<file path="config.mk">
export PLATFORM = sky130hd
export DESIGN_NAME = timer_ctrl_top
export DESIGN_NICKNAME = d
export VERILOG_FILES = /design/src/pkg/timer_ctrl_pkg.sv /design/src/tick_prescaler.sv /design/src/timer_ctrl_top.sv
export SDC_FILE = /design/constraint.sdc
export NUM_CORES = 1
export LEC_CHECK = 0
export BUFFER_PORTS_ARGS = -buffer_cell sky130_fd_sc_hd__buf_2
export CAP_MARGIN = 20
export CORE_UTILIZATION = 50
export CTS_CLUSTER_DIAMETER = 150
export DETAILED_ROUTE_END_ITERATION = 6
export PLACE_DENSITY_LB_ADDON = 0.2
export SLEW_MARGIN = 10
export SYNTH_ARGS = -nofsm -noshare
export SYNTH_HDL_FRONTEND = slang
export SYNTH_HIERARCHICAL = 1
export SYNTH_SLANG_ARGS = --single-unit
</file>
<file path="constraint.sdc">
create_clock -name i_clk_sys -period 5.8 [get_ports i_clk_sys]
set_input_delay 0 -clock i_clk_sys [delete_from_list [all_inputs] [get_ports i_clk_sys]]
set_output_delay 0 -clock i_clk_sys [all_outputs]
set_load 0.05 [all_outputs]
</file>
<file path="src/pkg/timer_ctrl_pkg.sv">
// Constants shared by the timer control slice and its prescaler.
// Assumes a Wishbone master addressing 32-bit aligned words.
package timer_ctrl_pkg;
    // Register byte offsets
    localparam logic [7:0] OFF_OC3_DATA  = 8'h00;
    localparam logic [7:0] OFF_OC3_MASK  = 8'h04;
    localparam logic [7:0] OFF_COUNT     = 8'h08;
    localparam logic [7:0] OFF_SYS_CTRL  = 8'h0C;
    localparam logic [7:0] OFF_CH_FLAGS  = 8'h10;
    localparam logic [7:0] OFF_OVF_FLAGS = 8'h14;
    localparam logic [7:0] OFF_ACC_FLAGS = 8'h18;
    localparam logic [7:0] OFF_ACC_COUNT = 8'h1C;
    localparam logic [7:0] OFF_CH_VAL0   = 8'h20;
    localparam logic [7:0] OFF_CH_MODE   = 8'h30;
    localparam logic [7:0] OFF_PORT_DIR  = 8'h34;
    localparam logic [7:0] OFF_IRQ_STAT  = 8'h38;
    localparam logic [7:0] OFF_IRQ_MASK  = 8'h3C;
    // Field positions and sizes
    localparam int BIT_TIMER_EN   = 7;
    localparam int BIT_FAST_CLR   = 4;
    localparam int BIT_OVF_FLAG   = 7;
    localparam int BIT_ACC_OVF    = 1;
    localparam int BIT_ACC_EDGE   = 0;
    localparam int BIT_IRQ_OVF    = 0;
    localparam int BIT_IRQ_CHAN   = 1;
    localparam int BIT_IRQ_ACC    = 2;
    localparam int CHANNELS       = 4;
    localparam int IRQ_BITS       = 3;
    // Reset values and count top
    localparam logic [7:0]  RST_BYTE  = 8'h00;
    localparam logic [15:0] RST_WORD  = 16'h0000;
    localparam logic [15:0] CNT_TOP   = 16'hFFFF;
    localparam logic [31:0] RD_ZERO   = 32'h0000_0000;
    // Default prescale division, one tick per clock
    localparam int PRESCALE_DIV = 1;
endpackage : timer_ctrl_pkg

</file>
<file path="src/tick_prescaler.sv">
// Prescaler producing a one-cycle counting tick.
// Assumes one clock; the tick stops while run is low.
`timescale 1ns/1ps
`default_nettype none
module tick_prescaler #(
    parameter int DIV = timer_ctrl_pkg::PRESCALE_DIV
) (
    input  wire logic i_clk_sys,
    input  wire logic i_reset_n,
    input  wire logic i_run,
    output var  logic o_tick
);
    localparam int W = (DIV > 1) ? $clog2(DIV) : 1;
    localparam logic [W-1:0] LAST = W'(DIV - 1);

    logic [W-1:0] div_reg;
    wire          wrap = (div_reg == LAST);

    // Divider count, held while stopped
    always_ff @(posedge i_clk_sys or negedge i_reset_n) begin
        if (!i_reset_n) begin
            div_reg <= '0;
            o_tick  <= 1'b0;
        end else begin
            o_tick  <= i_run && wrap;
            if (i_run)
                div_reg <= wrap ? '0 : div_reg + 1'b1;
        end
    end
endmodule // tick_prescaler
`default_nettype wire

</file>
<file path="src/timer_ctrl_top.sv">
// Timer control slice: free-running count, system control,
// fast flag clearing and channel 3 port override.
// Assumes a classic Wishbone master on the same clock.
// Overview of operation
// RULE_01: Channel 3 compare copies masked data to pins
// RULE_02: Channel 3 compare beats channels 0 to 2
// RULE_03: Count register reads live 16-bit count
// RULE_04: Software reads the count as words
// RULE_05: Test write may stretch first count
// RULE_06: Count writes ignored outside test mode
// RULE_07: Enable bit stops timer, registers stay
// RULE_08: Fast clear on capture read, compare write
// RULE_09: Fast clear overflow on count access
// RULE_10: Fast clear accumulator flags on access
// RULE_11: Write-one clears only without fast clear
// RULE_12: Mask forces compare pin to output
// RULE_13: Count ticks; rollover sets overflow flag
//
// Implementation choices: the placing of the registers and the Wishbone interface to the registers.
`timescale 1ns/1ps
`default_nettype none
module timer_ctrl_top #(
    parameter int PRESCALE = timer_ctrl_pkg::PRESCALE_DIV
) (
    input  wire logic        i_clk_sys,
    input  wire logic        i_reset_n,
    input  wire logic        i_wb_cyc,
    input  wire logic        i_wb_stb,
    input  wire logic        i_wb_we,
    input  wire logic [7:0]  i_wb_adr,
    input  wire logic [3:0]  i_wb_sel,
    input  wire logic [31:0] i_wb_dat,
    input  wire logic        i_test_mode,
    input  wire logic [3:0]  i_capture_pulse,
    input  wire logic        i_acc_edge,
    output var  logic        o_wb_ack,
    output var  logic [31:0] o_wb_dat,
    output var  logic [3:0]  o_timer_port_pins,
    output var  logic [3:0]  o_port_drive_en,
    output var  logic        o_irq
);
    localparam int N = timer_ctrl_pkg::CHANNELS;

    // Address match helper
    function automatic logic at(input logic [7:0] a, input logic [7:0] off);
        return a == off;
    endfunction

    logic [3:0]  compare3_data_bits;
    logic [3:0]  compare3_mask_bits;
    logic [15:0] count_value_field;
    logic        timer_enable_bit;
    logic        fast_flag_clear_bit;
    logic [3:0]  chan_flag_reg;
    logic        overflow_flag;
    logic        accumulator_overflow_flag;
    logic        accumulator_edge_flag;
    logic [15:0] acc_count_reg;
    logic [15:0] chan_val_reg [N];
    logic [3:0]  chan_mode_reg;
    logic [3:0]  port_dir_reg;
    logic [2:0]  irq_stat_reg;
    logic [2:0]  irq_mask_reg;
    logic        tick;

    // Bus access decode, request taken once per ack
    wire acc    = i_wb_cyc && i_wb_stb && !o_wb_ack;
    wire wr     = acc && i_wb_we;
    wire rd     = acc && !i_wb_we;
    wire lane0  = i_wb_sel[0];
    wire lane1  = i_wb_sel[1];
    wire hit_d  = at(i_wb_adr, timer_ctrl_pkg::OFF_OC3_DATA);
    wire hit_m  = at(i_wb_adr, timer_ctrl_pkg::OFF_OC3_MASK);
    wire hit_c  = at(i_wb_adr, timer_ctrl_pkg::OFF_COUNT);
    wire hit_s  = at(i_wb_adr, timer_ctrl_pkg::OFF_SYS_CTRL);
    wire hit_cf = at(i_wb_adr, timer_ctrl_pkg::OFF_CH_FLAGS);
    wire hit_of = at(i_wb_adr, timer_ctrl_pkg::OFF_OVF_FLAGS);
    wire hit_af = at(i_wb_adr, timer_ctrl_pkg::OFF_ACC_FLAGS);
    wire hit_ac = at(i_wb_adr, timer_ctrl_pkg::OFF_ACC_COUNT);
    wire hit_md = at(i_wb_adr, timer_ctrl_pkg::OFF_CH_MODE);
    wire hit_dr = at(i_wb_adr, timer_ctrl_pkg::OFF_PORT_DIR);
    wire hit_is = at(i_wb_adr, timer_ctrl_pkg::OFF_IRQ_STAT);
    wire hit_im = at(i_wb_adr, timer_ctrl_pkg::OFF_IRQ_MASK);
    wire hit_cv = (i_wb_adr[7:4] == timer_ctrl_pkg::OFF_CH_VAL0[7:4]) && (i_wb_adr[1:0] == 2'h0);
    wire [1:0] cv_idx = i_wb_adr[3:2];

    // Counter enable and rollover
    wire        run     = timer_enable_bit;                                       // RULE_07
    wire        step    = run && tick;                                            // RULE_13
    wire [15:0] cnt_inc = count_value_field + 16'h0001;
    wire        roll    = step && (count_value_field == timer_ctrl_pkg::CNT_TOP); // RULE_13
    wire        cnt_wr  = wr && hit_c && i_test_mode;                             // RULE_06

    tick_prescaler #(
        .DIV       (PRESCALE)
    ) u_prescaler (
        .i_clk_sys (i_clk_sys),
        .i_reset_n (i_reset_n),
        .i_run     (run),
        .o_tick    (tick)
    );

    // Compare hits and channel 3 override
    logic [3:0] cmp_hit;
    logic [3:0] cap_hit;
    logic [3:0] cv_sel;
    genvar g;
    generate
        for (g = 0; g < N; g++) begin : g_chan
            assign cmp_hit[g] = step && chan_mode_reg[g] && (cnt_inc == chan_val_reg[g]);
            assign cap_hit[g] = run && !chan_mode_reg[g] && i_capture_pulse[g];
            assign cv_sel[g]  = hit_cv && (cv_idx == 2'(g));
        end
    endgenerate
    wire [3:0] oc3_ovr  = {4{cmp_hit[3]}} & compare3_mask_bits;               // RULE_02
    wire [3:0] pin_tog  = (cmp_hit[2:0] == 3'h0) ? 4'h0 : {1'b0, cmp_hit[2:0]};
    wire [3:0] pin_next = (oc3_ovr & compare3_data_bits)                      // RULE_01
                        | (~oc3_ovr & (o_timer_port_pins ^ pin_tog));         // RULE_02
    wire [3:0] forced_out = compare3_mask_bits & chan_mode_reg;               // RULE_12
    wire [3:0] drv_next   = port_dir_reg | forced_out;                        // RULE_12

    // Channel flag set and clear sources
    wire [3:0] ch_set     = cmp_hit | cap_hit;
    wire [3:0] ch_fast    = {4{fast_flag_clear_bit}} & cv_sel
                          & ((wr ? chan_mode_reg : 4'h0) | (rd ? ~chan_mode_reg : 4'h0)); // RULE_08
    wire       slow_w1c   = wr && lane0 && !fast_flag_clear_bit;              // RULE_11
    wire [3:0] ch_w1c     = (slow_w1c && hit_cf) ? i_wb_dat[3:0] : 4'h0;      // RULE_11
    wire [3:0] ch_clr     = ch_fast | ch_w1c;
    wire [3:0] ch_fast_only = ch_fast & ~ch_set;                              // RULE_08
    wire       ovf_clr    = (fast_flag_clear_bit && acc && hit_c)             // RULE_09
                          || (slow_w1c && hit_of && i_wb_dat[timer_ctrl_pkg::BIT_OVF_FLAG]);
    wire       acc_fast   = fast_flag_clear_bit && acc && hit_ac;             // RULE_10
    wire       aovf_clr   = acc_fast || (slow_w1c && hit_af && i_wb_dat[timer_ctrl_pkg::BIT_ACC_OVF]);
    wire       aedg_clr   = acc_fast || (slow_w1c && hit_af && i_wb_dat[timer_ctrl_pkg::BIT_ACC_EDGE]);
    wire [15:0] acc_inc   = acc_count_reg + 16'h0001;
    wire        acc_step  = run && i_acc_edge;
    wire        acc_roll  = acc_step && (acc_count_reg == timer_ctrl_pkg::CNT_TOP);
    wire [2:0]  irq_set   = {acc_step, |ch_set, roll};
    wire [2:0]  irq_clr   = (rd && hit_is) ? 3'h7 : 3'h0;

    // Read data selection
    wire [7:0]  sys_rd = {timer_enable_bit, 2'h0, fast_flag_clear_bit, 4'h0};
    wire [7:0]  ovf_rd = {overflow_flag, 7'h00};
    wire [7:0]  afl_rd = {6'h00, accumulator_overflow_flag, accumulator_edge_flag};
    wire [15:0] cv_rd  = chan_val_reg[cv_idx];
    wire [15:0] rd_lo  = hit_d  ? {12'h000, compare3_data_bits} :
                         hit_m  ? {12'h000, compare3_mask_bits} :
                         hit_c  ? count_value_field :              // RULE_03
                         hit_s  ? {8'h00, sys_rd} :
                         hit_cf ? {12'h000, chan_flag_reg} :
                         hit_of ? {8'h00, ovf_rd} :
                         hit_af ? {8'h00, afl_rd} :
                         hit_ac ? acc_count_reg :
                         hit_cv ? cv_rd :
                         hit_md ? {12'h000, chan_mode_reg} :
                         hit_dr ? {12'h000, port_dir_reg} :
                         hit_is ? {13'h0000, irq_stat_reg} :
                         hit_im ? {13'h0000, irq_mask_reg} : timer_ctrl_pkg::RST_WORD;

    // Bus answer, one cycle after the request
    always_ff @(posedge i_clk_sys or negedge i_reset_n) begin
        if (!i_reset_n) begin
            o_wb_ack <= 1'b0;
            o_wb_dat <= timer_ctrl_pkg::RD_ZERO;
        end else begin
            o_wb_ack <= acc;
            o_wb_dat <= rd ? {16'h0000, rd_lo} : timer_ctrl_pkg::RD_ZERO;
        end
    end

    // Software-owned control registers
    always_ff @(posedge i_clk_sys or negedge i_reset_n) begin
        if (!i_reset_n) begin
            compare3_data_bits  <= 4'h0;
            compare3_mask_bits  <= 4'h0;
            timer_enable_bit    <= 1'b0;
            fast_flag_clear_bit <= 1'b0;
            chan_mode_reg       <= 4'h0;
            port_dir_reg        <= 4'h0;
            irq_mask_reg        <= 3'h0;
        end else if (wr && lane0) begin
            if (hit_d)  compare3_data_bits  <= i_wb_dat[3:0];  // RULE_01
            if (hit_m)  compare3_mask_bits  <= i_wb_dat[3:0];
            if (hit_s)  timer_enable_bit    <= i_wb_dat[timer_ctrl_pkg::BIT_TIMER_EN];
            if (hit_s)  fast_flag_clear_bit <= i_wb_dat[timer_ctrl_pkg::BIT_FAST_CLR];
            if (hit_md) chan_mode_reg       <= i_wb_dat[3:0];
            if (hit_dr) port_dir_reg        <= i_wb_dat[3:0];
            if (hit_im) irq_mask_reg        <= i_wb_dat[2:0];
        end
    end

    // Free-running count; test-mode writes load it unsynchronised to the tick
    always_ff @(posedge i_clk_sys or negedge i_reset_n) begin
        if (!i_reset_n)
            count_value_field <= timer_ctrl_pkg::RST_WORD;
        else if (cnt_wr) begin                                                 // RULE_05
            if (lane0) count_value_field[7:0]  <= i_wb_dat[7:0];
            if (lane1) count_value_field[15:8] <= i_wb_dat[15:8];
        end else if (step)
            count_value_field <= cnt_inc;                                      // RULE_13
    end

    // Channel values: compare written by software, capture latched
    always_ff @(posedge i_clk_sys or negedge i_reset_n) begin
        if (!i_reset_n) begin
            for (int k = 0; k < N; k++)
                chan_val_reg[k] <= timer_ctrl_pkg::RST_WORD;
        end else begin
            for (int k = 0; k < N; k++) begin
                if (cap_hit[k])
                    chan_val_reg[k] <= count_value_field;
                else if (wr && cv_sel[k]) begin
                    if (lane0) chan_val_reg[k][7:0]  <= i_wb_dat[7:0];
                    if (lane1) chan_val_reg[k][15:8] <= i_wb_dat[15:8];
                end
            end
        end
    end

    // Accumulator count, cleared or loaded by software
    always_ff @(posedge i_clk_sys or negedge i_reset_n) begin
        if (!i_reset_n)
            acc_count_reg <= timer_ctrl_pkg::RST_WORD;
        else if (wr && hit_ac) begin
            if (lane0) acc_count_reg[7:0]  <= i_wb_dat[7:0];
            if (lane1) acc_count_reg[15:8] <= i_wb_dat[15:8];
        end else if (acc_step)
            acc_count_reg <= acc_inc;
    end

    // Sticky flags, a set beats a clear in the same cycle
    always_ff @(posedge i_clk_sys or negedge i_reset_n) begin
        if (!i_reset_n) begin
            chan_flag_reg             <= 4'h0;
            overflow_flag             <= 1'b0;
            accumulator_overflow_flag <= 1'b0;
            accumulator_edge_flag     <= 1'b0;
            irq_stat_reg              <= 3'h0;
        end else begin
            chan_flag_reg             <= (chan_flag_reg & ~ch_clr) | ch_set;         // RULE_08
            overflow_flag             <= (overflow_flag && !ovf_clr) || roll;        // RULE_09
            accumulator_overflow_flag <= (accumulator_overflow_flag && !aovf_clr) || acc_roll; // RULE_10
            accumulator_edge_flag     <= (accumulator_edge_flag && !aedg_clr) || acc_step;
            irq_stat_reg              <= (irq_stat_reg & ~irq_clr) | irq_set;
        end
    end

    // Port pins, drive enables and interrupt line
    always_ff @(posedge i_clk_sys or negedge i_reset_n) begin
        if (!i_reset_n) begin
            o_timer_port_pins <= 4'h0;
            o_port_drive_en   <= 4'h0;
            o_irq             <= 1'b0;
        end else begin
            o_timer_port_pins <= pin_next;                   // RULE_01
            o_port_drive_en   <= drv_next;                   // RULE_12
            o_irq             <= |(irq_stat_reg & irq_mask_reg);
        end
    end

    // Checks on the logic above
    AST_OC3_OVERRIDE: assert property (@(posedge i_clk_sys) disable iff (!i_reset_n) // RULE_02
        cmp_hit[3] |=> ((o_timer_port_pins & $past(compare3_mask_bits))
                        == ($past(compare3_data_bits) & $past(compare3_mask_bits))))
        else $error("channel 3 override not applied");

    AST_COUNT_READ: assert property (@(posedge i_clk_sys) disable iff (!i_reset_n) // RULE_03
        (rd && hit_c) |=> (o_wb_ack && o_wb_dat[15:0] == $past(count_value_field)))
        else $error("count read mismatch");

    AST_COUNT_WR_IGNORED: assert property (@(posedge i_clk_sys) disable iff (!i_reset_n) // RULE_06
        (wr && hit_c && !i_test_mode && !step) |=> $stable(count_value_field))
        else $error("count changed by normal-mode write");

    AST_TEST_LOAD: assert property (@(posedge i_clk_sys) disable iff (!i_reset_n) // RULE_05
        (cnt_wr && i_wb_sel[1:0] == 2'h3) |=> count_value_field == $past(i_wb_dat[15:0]))
        else $error("test-mode load failed");

    AST_DISABLED_STOP: assert property (@(posedge i_clk_sys) disable iff (!i_reset_n) // RULE_07
        (!timer_enable_bit && !cnt_wr)[*2] |=> $stable(count_value_field))
        else $error("count moved while disabled");

    AST_ROLLOVER: assert property (@(posedge i_clk_sys) disable iff (!i_reset_n) // RULE_13
        (roll && !cnt_wr) |=> (overflow_flag && count_value_field == timer_ctrl_pkg::RST_WORD))
        else $error("rollover did not set overflow");

    AST_FAST_OVF_CLR: assert property (@(posedge i_clk_sys) disable iff (!i_reset_n) // RULE_09
        (fast_flag_clear_bit && acc && hit_c && !roll) |=> !overflow_flag)
        else $error("overflow flag not fast cleared");

    AST_FAST_ACC_CLR: assert property (@(posedge i_clk_sys) disable iff (!i_reset_n) // RULE_10
        (acc_fast && !acc_step) |=> (!accumulator_overflow_flag && !accumulator_edge_flag))
        else $error("accumulator flags not fast cleared");

    AST_FAST_CHAN_CLR: assert property (@(posedge i_clk_sys) disable iff (!i_reset_n) // RULE_08
        (ch_fast_only != 4'h0) |=> ((chan_flag_reg & $past(ch_fast_only)) == 4'h0))
        else $error("channel flag not fast cleared");

    AST_W1C_BLOCKED: assert property (@(posedge i_clk_sys) disable iff (!i_reset_n) // RULE_11
        (fast_flag_clear_bit && wr && hit_cf) |=> ((chan_flag_reg & $past(chan_flag_reg)) == $past(chan_flag_reg)))
        else $error("flag cleared by write while fast clear set");

    AST_FORCE_OUTPUT: assert property (@(posedge i_clk_sys) disable iff (!i_reset_n) // RULE_12
        1'b1 |=> ((o_port_drive_en & $past(forced_out)) == $past(forced_out)))
        else $error("masked compare pin not driven");

    COV_OC3_HIT:   cover property (@(posedge i_clk_sys) disable iff (!i_reset_n) cmp_hit[3] && compare3_mask_bits != 4'h0);
    COV_ROLLOVER:  cover property (@(posedge i_clk_sys) disable iff (!i_reset_n) roll);
    COV_FAST_CLR:  cover property (@(posedge i_clk_sys) disable iff (!i_reset_n) fast_flag_clear_bit && acc && hit_c && overflow_flag);
    COV_IRQ:       cover property (@(posedge i_clk_sys) disable iff (!i_reset_n) o_irq);
endmodule // timer_ctrl_top
`default_nettype wire
</file>
Word-level counts from Yosys, hierarchy flattened:

Index checks and enable logic that the tools add are counted.
Widths: inputs -> output; s select.

* output and inout port bits: 42
* bits in registers: 155
* input bits: 55

* bitwise operators: 23
* add/sub/neg operators: 3
* muxes and demuxes: 37
* order comparisons: 1
* reductions and logical operators: 106
* equal/unequal tests: 25

Operators by type and width (count)
* $mux 16: 24
* $eq 16x16->1: 4
* $logic_and 1x1->1: 52
* $reduce_and 2->1: 18
* $add 16x1->16 const B: 2
* $bmux 16 s2: 1
* $eq 16x16->1 const B: 2
* $eq 8x5->1 const B: 4
* $eq 8x6->1 const B: 4
* $and 4x4->4: 7
* $reduce_bool 2->1: 14
* $or 4x4->4: 6
* $mux 4: 5
* $eq 8x4->1 const B: 2
* $mux 8: 2
* $mux 3: 4
* $not 4->4: 3
* $logic_not 1->1: 10
* $eq 8x3->1 const B: 1
* $logic_not 8->1: 1
* $ne 2x2->1 const B: 4
* $and 3x3->3: 2
* $logic_or 1x1->1: 6
* $eq 2x2->1 const B: 2
* other kinds (14): 15

Logic depth before layout (Yosys ltp):

* word-level depth: 15
* mapped depth: 11

By module:

Netlist, hierarchy kept.

By module, submodules not included
* timer_ctrl_top: seq. area each 3828.7 sq um, area an instance 9675.5 sq um, cells each 1102, instances 1
* tick_prescaler: seq. area each 25.0 sq um, area an instance 25.0 sq um, cells each 1, instances 1

Worst setup path after synthesis:

OpenSTA, ideal clock, no wires.

* path type: reg-to-reg
* start: register count_value_field[1]
* end: register (tool-made name)
* slack: 2.938 ns
* library setup time: 0.128 ns
* data required time: 5.672 ns
* cell stages (with the launch flop): 11
* period minus slack after synthesis: 2.862 ns
* path buffers: 2
* arrival time: 2.735 ns
* path through: dfrtp_1 buf_2 nand3_1 buf_4 nor3_1 xnor2_1 xnor2_1 or4_1 nor4_4 nand2_1 mux2_1

RTL lines
* from (decl): RTL line timer_ctrl_top.sv:51 `logic [15:0] count_value_field;`
* from (signal assigned): RTL line timer_ctrl_top.sv:195 `count_value_field <= timer_ctrl_pkg::RST_WORD;`
* from (signal assigned): RTL line timer_ctrl_top.sv:197 `if (lane0) count_value_field[7:0] <= i_wb_dat[7:0];`
* from (signal assigned): RTL line timer_ctrl_top.sv:200 `count_value_field <= cnt_inc;`

Final worst setup path:

* start: register count_value_field[2]
* end: register o_timer_port_pins[2]

* longest elaborated chain between the ends: 8
* elaborated cells on any way between the ends: 17

RTL lines
* $add 16x1->16 (*): RTL line timer_ctrl_top.sv:90 `wire [15:0] cnt_inc = count_value_field + 16'h0001;`
* $eq 16x16->1: RTL line timer_ctrl_top.sv:110 `assign cmp_hit[g] = step && chan_mode_reg[g] && (cnt_inc == chan_val_reg[g]);`
* $logic_and 1x1->1: RTL line timer_ctrl_top.sv:110
* $logic_not 3->1: RTL line timer_ctrl_top.sv:116 `wire [3:0] pin_tog = (cmp_hit[2:0] == 3'h0) ? 4'h0 : {1'b0, cmp_hit[2:0]};`
* $mux 3: RTL line timer_ctrl_top.sv:116
* $xor 4x3->4: RTL line timer_ctrl_top.sv:118 `| (~oc3_ovr & (o_timer_port_pins ^ pin_tog));`
* $and 4x4->4: RTL line timer_ctrl_top.sv:118
* $or 4x4->4 (*): RTL line timer_ctrl_top.sv:118
* named net pin_next[2]: RTL line timer_ctrl_top.sv:117 `wire [3:0] pin_next = (oc3_ovr & compare3_data_bits)`
* to (signal assigned): RTL line timer_ctrl_top.sv:255 `o_timer_port_pins <= pin_next;`
* to (decl): RTL line timer_ctrl_top.sv:38 `output var logic [3:0] o_timer_port_pins,`

Mark *: on every way through the listed nets, which the timed path passes. The rest lies on a longest branch.
A chain may end at the register's enable or synchronous reset.

==> summary.md <==
| Metric | Value |
|---|---|
| Core area | `18830 um^2` |
| # IOs | `97` |
| Residual DRC | `0` |
| Number of synthesized flops with an enable pin | `0` |
| RSZ-0062 raised after global routing | `false` |
| Req. time, crit path | `6120 ps` |
| H-tree depth | `4` |
| Critical path type | `register to register` |
| Area after DPL | `10130 um^2` |
| Clock sinks | `154` |
| Crit-path cells | `nand3_1 > nor4_1 > xnor2_1 > xnor2_1 > or4_1 > nor4_4 > nand2_1 > mux2_1` |
| Row cnt | `50` |
| Seq/Total Area, Yosys | `39.73%` |
| CTS tree | `done` |
| 1st-pass router iterations | `5` |
| Maximum clock frequency | `0.2324 GHz` |
| # setup viols final | `0` |
| Yosys top cell area share | `39.73%` |
| Routability Congestion | `0.9532` |
| Vias | `8957` |
| Gr ovfl total | `0` |
| Die width | `141.3 um` |
| Clock skew | `9.585 ps` |
| Final wirelength | `31.47 mm` |
| Diode count | `0` |
| Leakage | `4.922 nW` |
| Max clock buf depth | `2` |
| Relative slew margins | `25.10%` |
| First-pass GRT wire length | `48.98 mm` |
| R2R depth | `8` |
| Yosys warns | `6` |
| Cell mode on critical path | `xnor2_1` |
| Die ar. | `19960 um^2` |
| Initial DRC Count | `941` |
| Worst hold path type | `input pin to register` |
| Number of global-route vias before repair | `8451` |
| Via density per instance | `6.290` |
| DR WL/cell | `22.10 um` |
| Synth-to-layout area growth | `12.73%` |
| Tightest Pin Transition | `1120 ps` |
| Cells after Synth | `1103` |
| PortBufs | `62` |
| Ranking of synthesized cells by area | `dfrtp_1 40%, nand2_1 5.8%, a21oi_1 4.8%` |
| Count of pins over their slew limit | `0` |
| TritonCTS buffer count | `17` |
| Clk_lat worst skew | `440 ps` |
| Layout filler cell count | `1690` |
| Arr. time, crit path | `4630 ps` |
| CTS-repair resized insts | `0` |
| Setup tns final | `0 ps` |
| Crit-path max FO | `18` |
| FF+latch count, synth | `154` |
| Share of post-route cells with drive strength above 1 | `14.18%` |
| Critical path endpoint category | `register` |
| Critical-path top delay cell | `nor4_1` |
| Worst vdd ir | `0.1953 mV` |
| DRT antenna net count | `0` |
| Hold violation count in the final report | `0` |
| Initial Util | `51.51%` |
| Main flop type after synthesis | `dfrtp_1` |
| Root buffer cell | `clkbuf_16` |
| Maxcap violations | `0` |
| Reg clk slew, reported paths | `70 ps` |
| Total track usage | `32.81%` |
| Total Power | `2.611 mW` |
| Top cell type by total area after synthesis | `dfrtp_1` |
| Crit path time final | `4302 ps` |
| Largest net degree at the start of global routing | `94` |
| Critical path's largest stage delay | `840 ps` |
| Mapped cell area | `9701 um^2` |
| Dpl hpwl | `21.45 mm` |
| Hold Crit Depth | `4` |
| R2r setup slk | `1500 ps` |
| Synth cell types | `70` |
| Chip height | `141.3 um` |
| Mean Syn Cell Area | `8.795 um^2` |
| Asr flop ratio synth | `100.0%` |
| Tcrit/Tclk final | `74.18%` |
| Status | `complete, no violations` |
| Initial antenna violation count | `0` |
| Largest register FFs | `64` |
| CP Launch Type | `register` |
| Fin nets | `1208` |
| Fin area | `10940 um^2` |
| P per Cell Area | `238.8 nW/um^2` |
power by group:
group / switching [mW] / internal (mW) / total (mW)
clock network: 0.524 / 0.608 / 1.13
logic: 0.174 / 0.120 / 0.294
registers: 0.0618 / 1.12 / 1.19
routing by layer:
| layer | up-vias | GRT usage, % | wire, um |
|---|---|---|---|
| met5 | - | 0 | 0 |
| met4 | 0 | 16.53 | 1446 |
| met3 | 96 | 6.311 | 2560 |
| met2 | 446 | 48.85 | 14010 |
| met1 | 4367 | 45.67 | 13450 |
| li1 | 4048 | - | - |
cell type report:
type | instances | area [um^2] | area share [%]
repair buffers | 103 | 679.4 | 6.213
well taps | 260 | 325.3 | 2.975
clock inverters | 15 | 158.9 | 1.453
flip-flops and latches | 154 | 3854 | 35.24
inverters | 12 | 45.04 | 0.4119
clock buffers | 17 | 425.4 | 3.890
multi-input cells | 863 | 5448 | 49.82
cells in the mapped netlist (10+ instances only):
cell      count
nand3_1      40
buf_4        18
a31oi_1      40
and3_1       16
xnor2_1      47
a21oi_1      94
nor2_1      116
nor3_1       18
a22oi_1      21
dfrtp_1     154
buf_2        10
mux2_2       21
clkbuf_1     54
nand2_1     149
nand4_1      21
inv_1        10
mux4_2       17
xor2_1       31
o21ai_0      45
mux2i_1      27
o21ai_1      11
per-stage QoR:
step	util, %	instances	setup WS [ps]	hold slack (ps)
after detailed placement	53.78	1370	1609	150.3
after floorplan	-	1118	2938	-295.6
after global placement	53.78	1370	1678	158.0
final	58.07	1424	1498	22.29
after CTS	58.05	1424	1581	18.35
after global routing	58.07	1424	1355	34.96
kinds of logic after synthesis:
group | synth area share, %
compound gates | 16.63
xor+xnor | 7.674
fa+ha+maj | 0.2579
buf+inv | 4.734
flops | 39.73
mux | 9.635
other cells | 0.03866
simple gates | 21.31
final timing paths:
path                                                endpoint                             start
max                           o_timer_port_pins[2]$_DFF_PN0_  count_value_field[2]$_DFFE_PN0P_
max reg2reg                   o_timer_port_pins[2]$_DFF_PN0_  count_value_field[2]$_DFFE_PN0P_
min in group asynchronous       chan_val_reg[42]$_DFFE_PN0P_                         i_reset_n
min reg2reg                     o_port_drive_en[2]$_DFF_PN0_       port_dir_reg[2]$_DFFE_PN0P_
min                            acc_count_reg[12]$_DFFE_PN0P_                       i_wb_sel[1]
max in group asynchronous  compare3_data_bits[3]$_DFFE_PN0P_                         i_reset_n
worst max-delay path, delay by kind of cell (launching register included):
family        cells  cell delay, ps
xor+xnor          2             510
mux               1             340
flops             1             750
simple gates      5            2560
layout by cell type, fill, tap and decap left out, drive strengths merged, types with 31 or more instances in the layout:
cell and n:
a31oi 40, dfrtp 154, buf 81, xor2 31, o21ai 56, nand2 149, nand3 40, xnor2 48
a21oi 94, nor2 116
timing repair:
action	4_1_cts	5_1_grt
hold buffers	22	0
setup buffers	0	0
setup endpoints to repair	0	0
hold endpoints to repair	163	0
(Power assumes the default switching activity.)
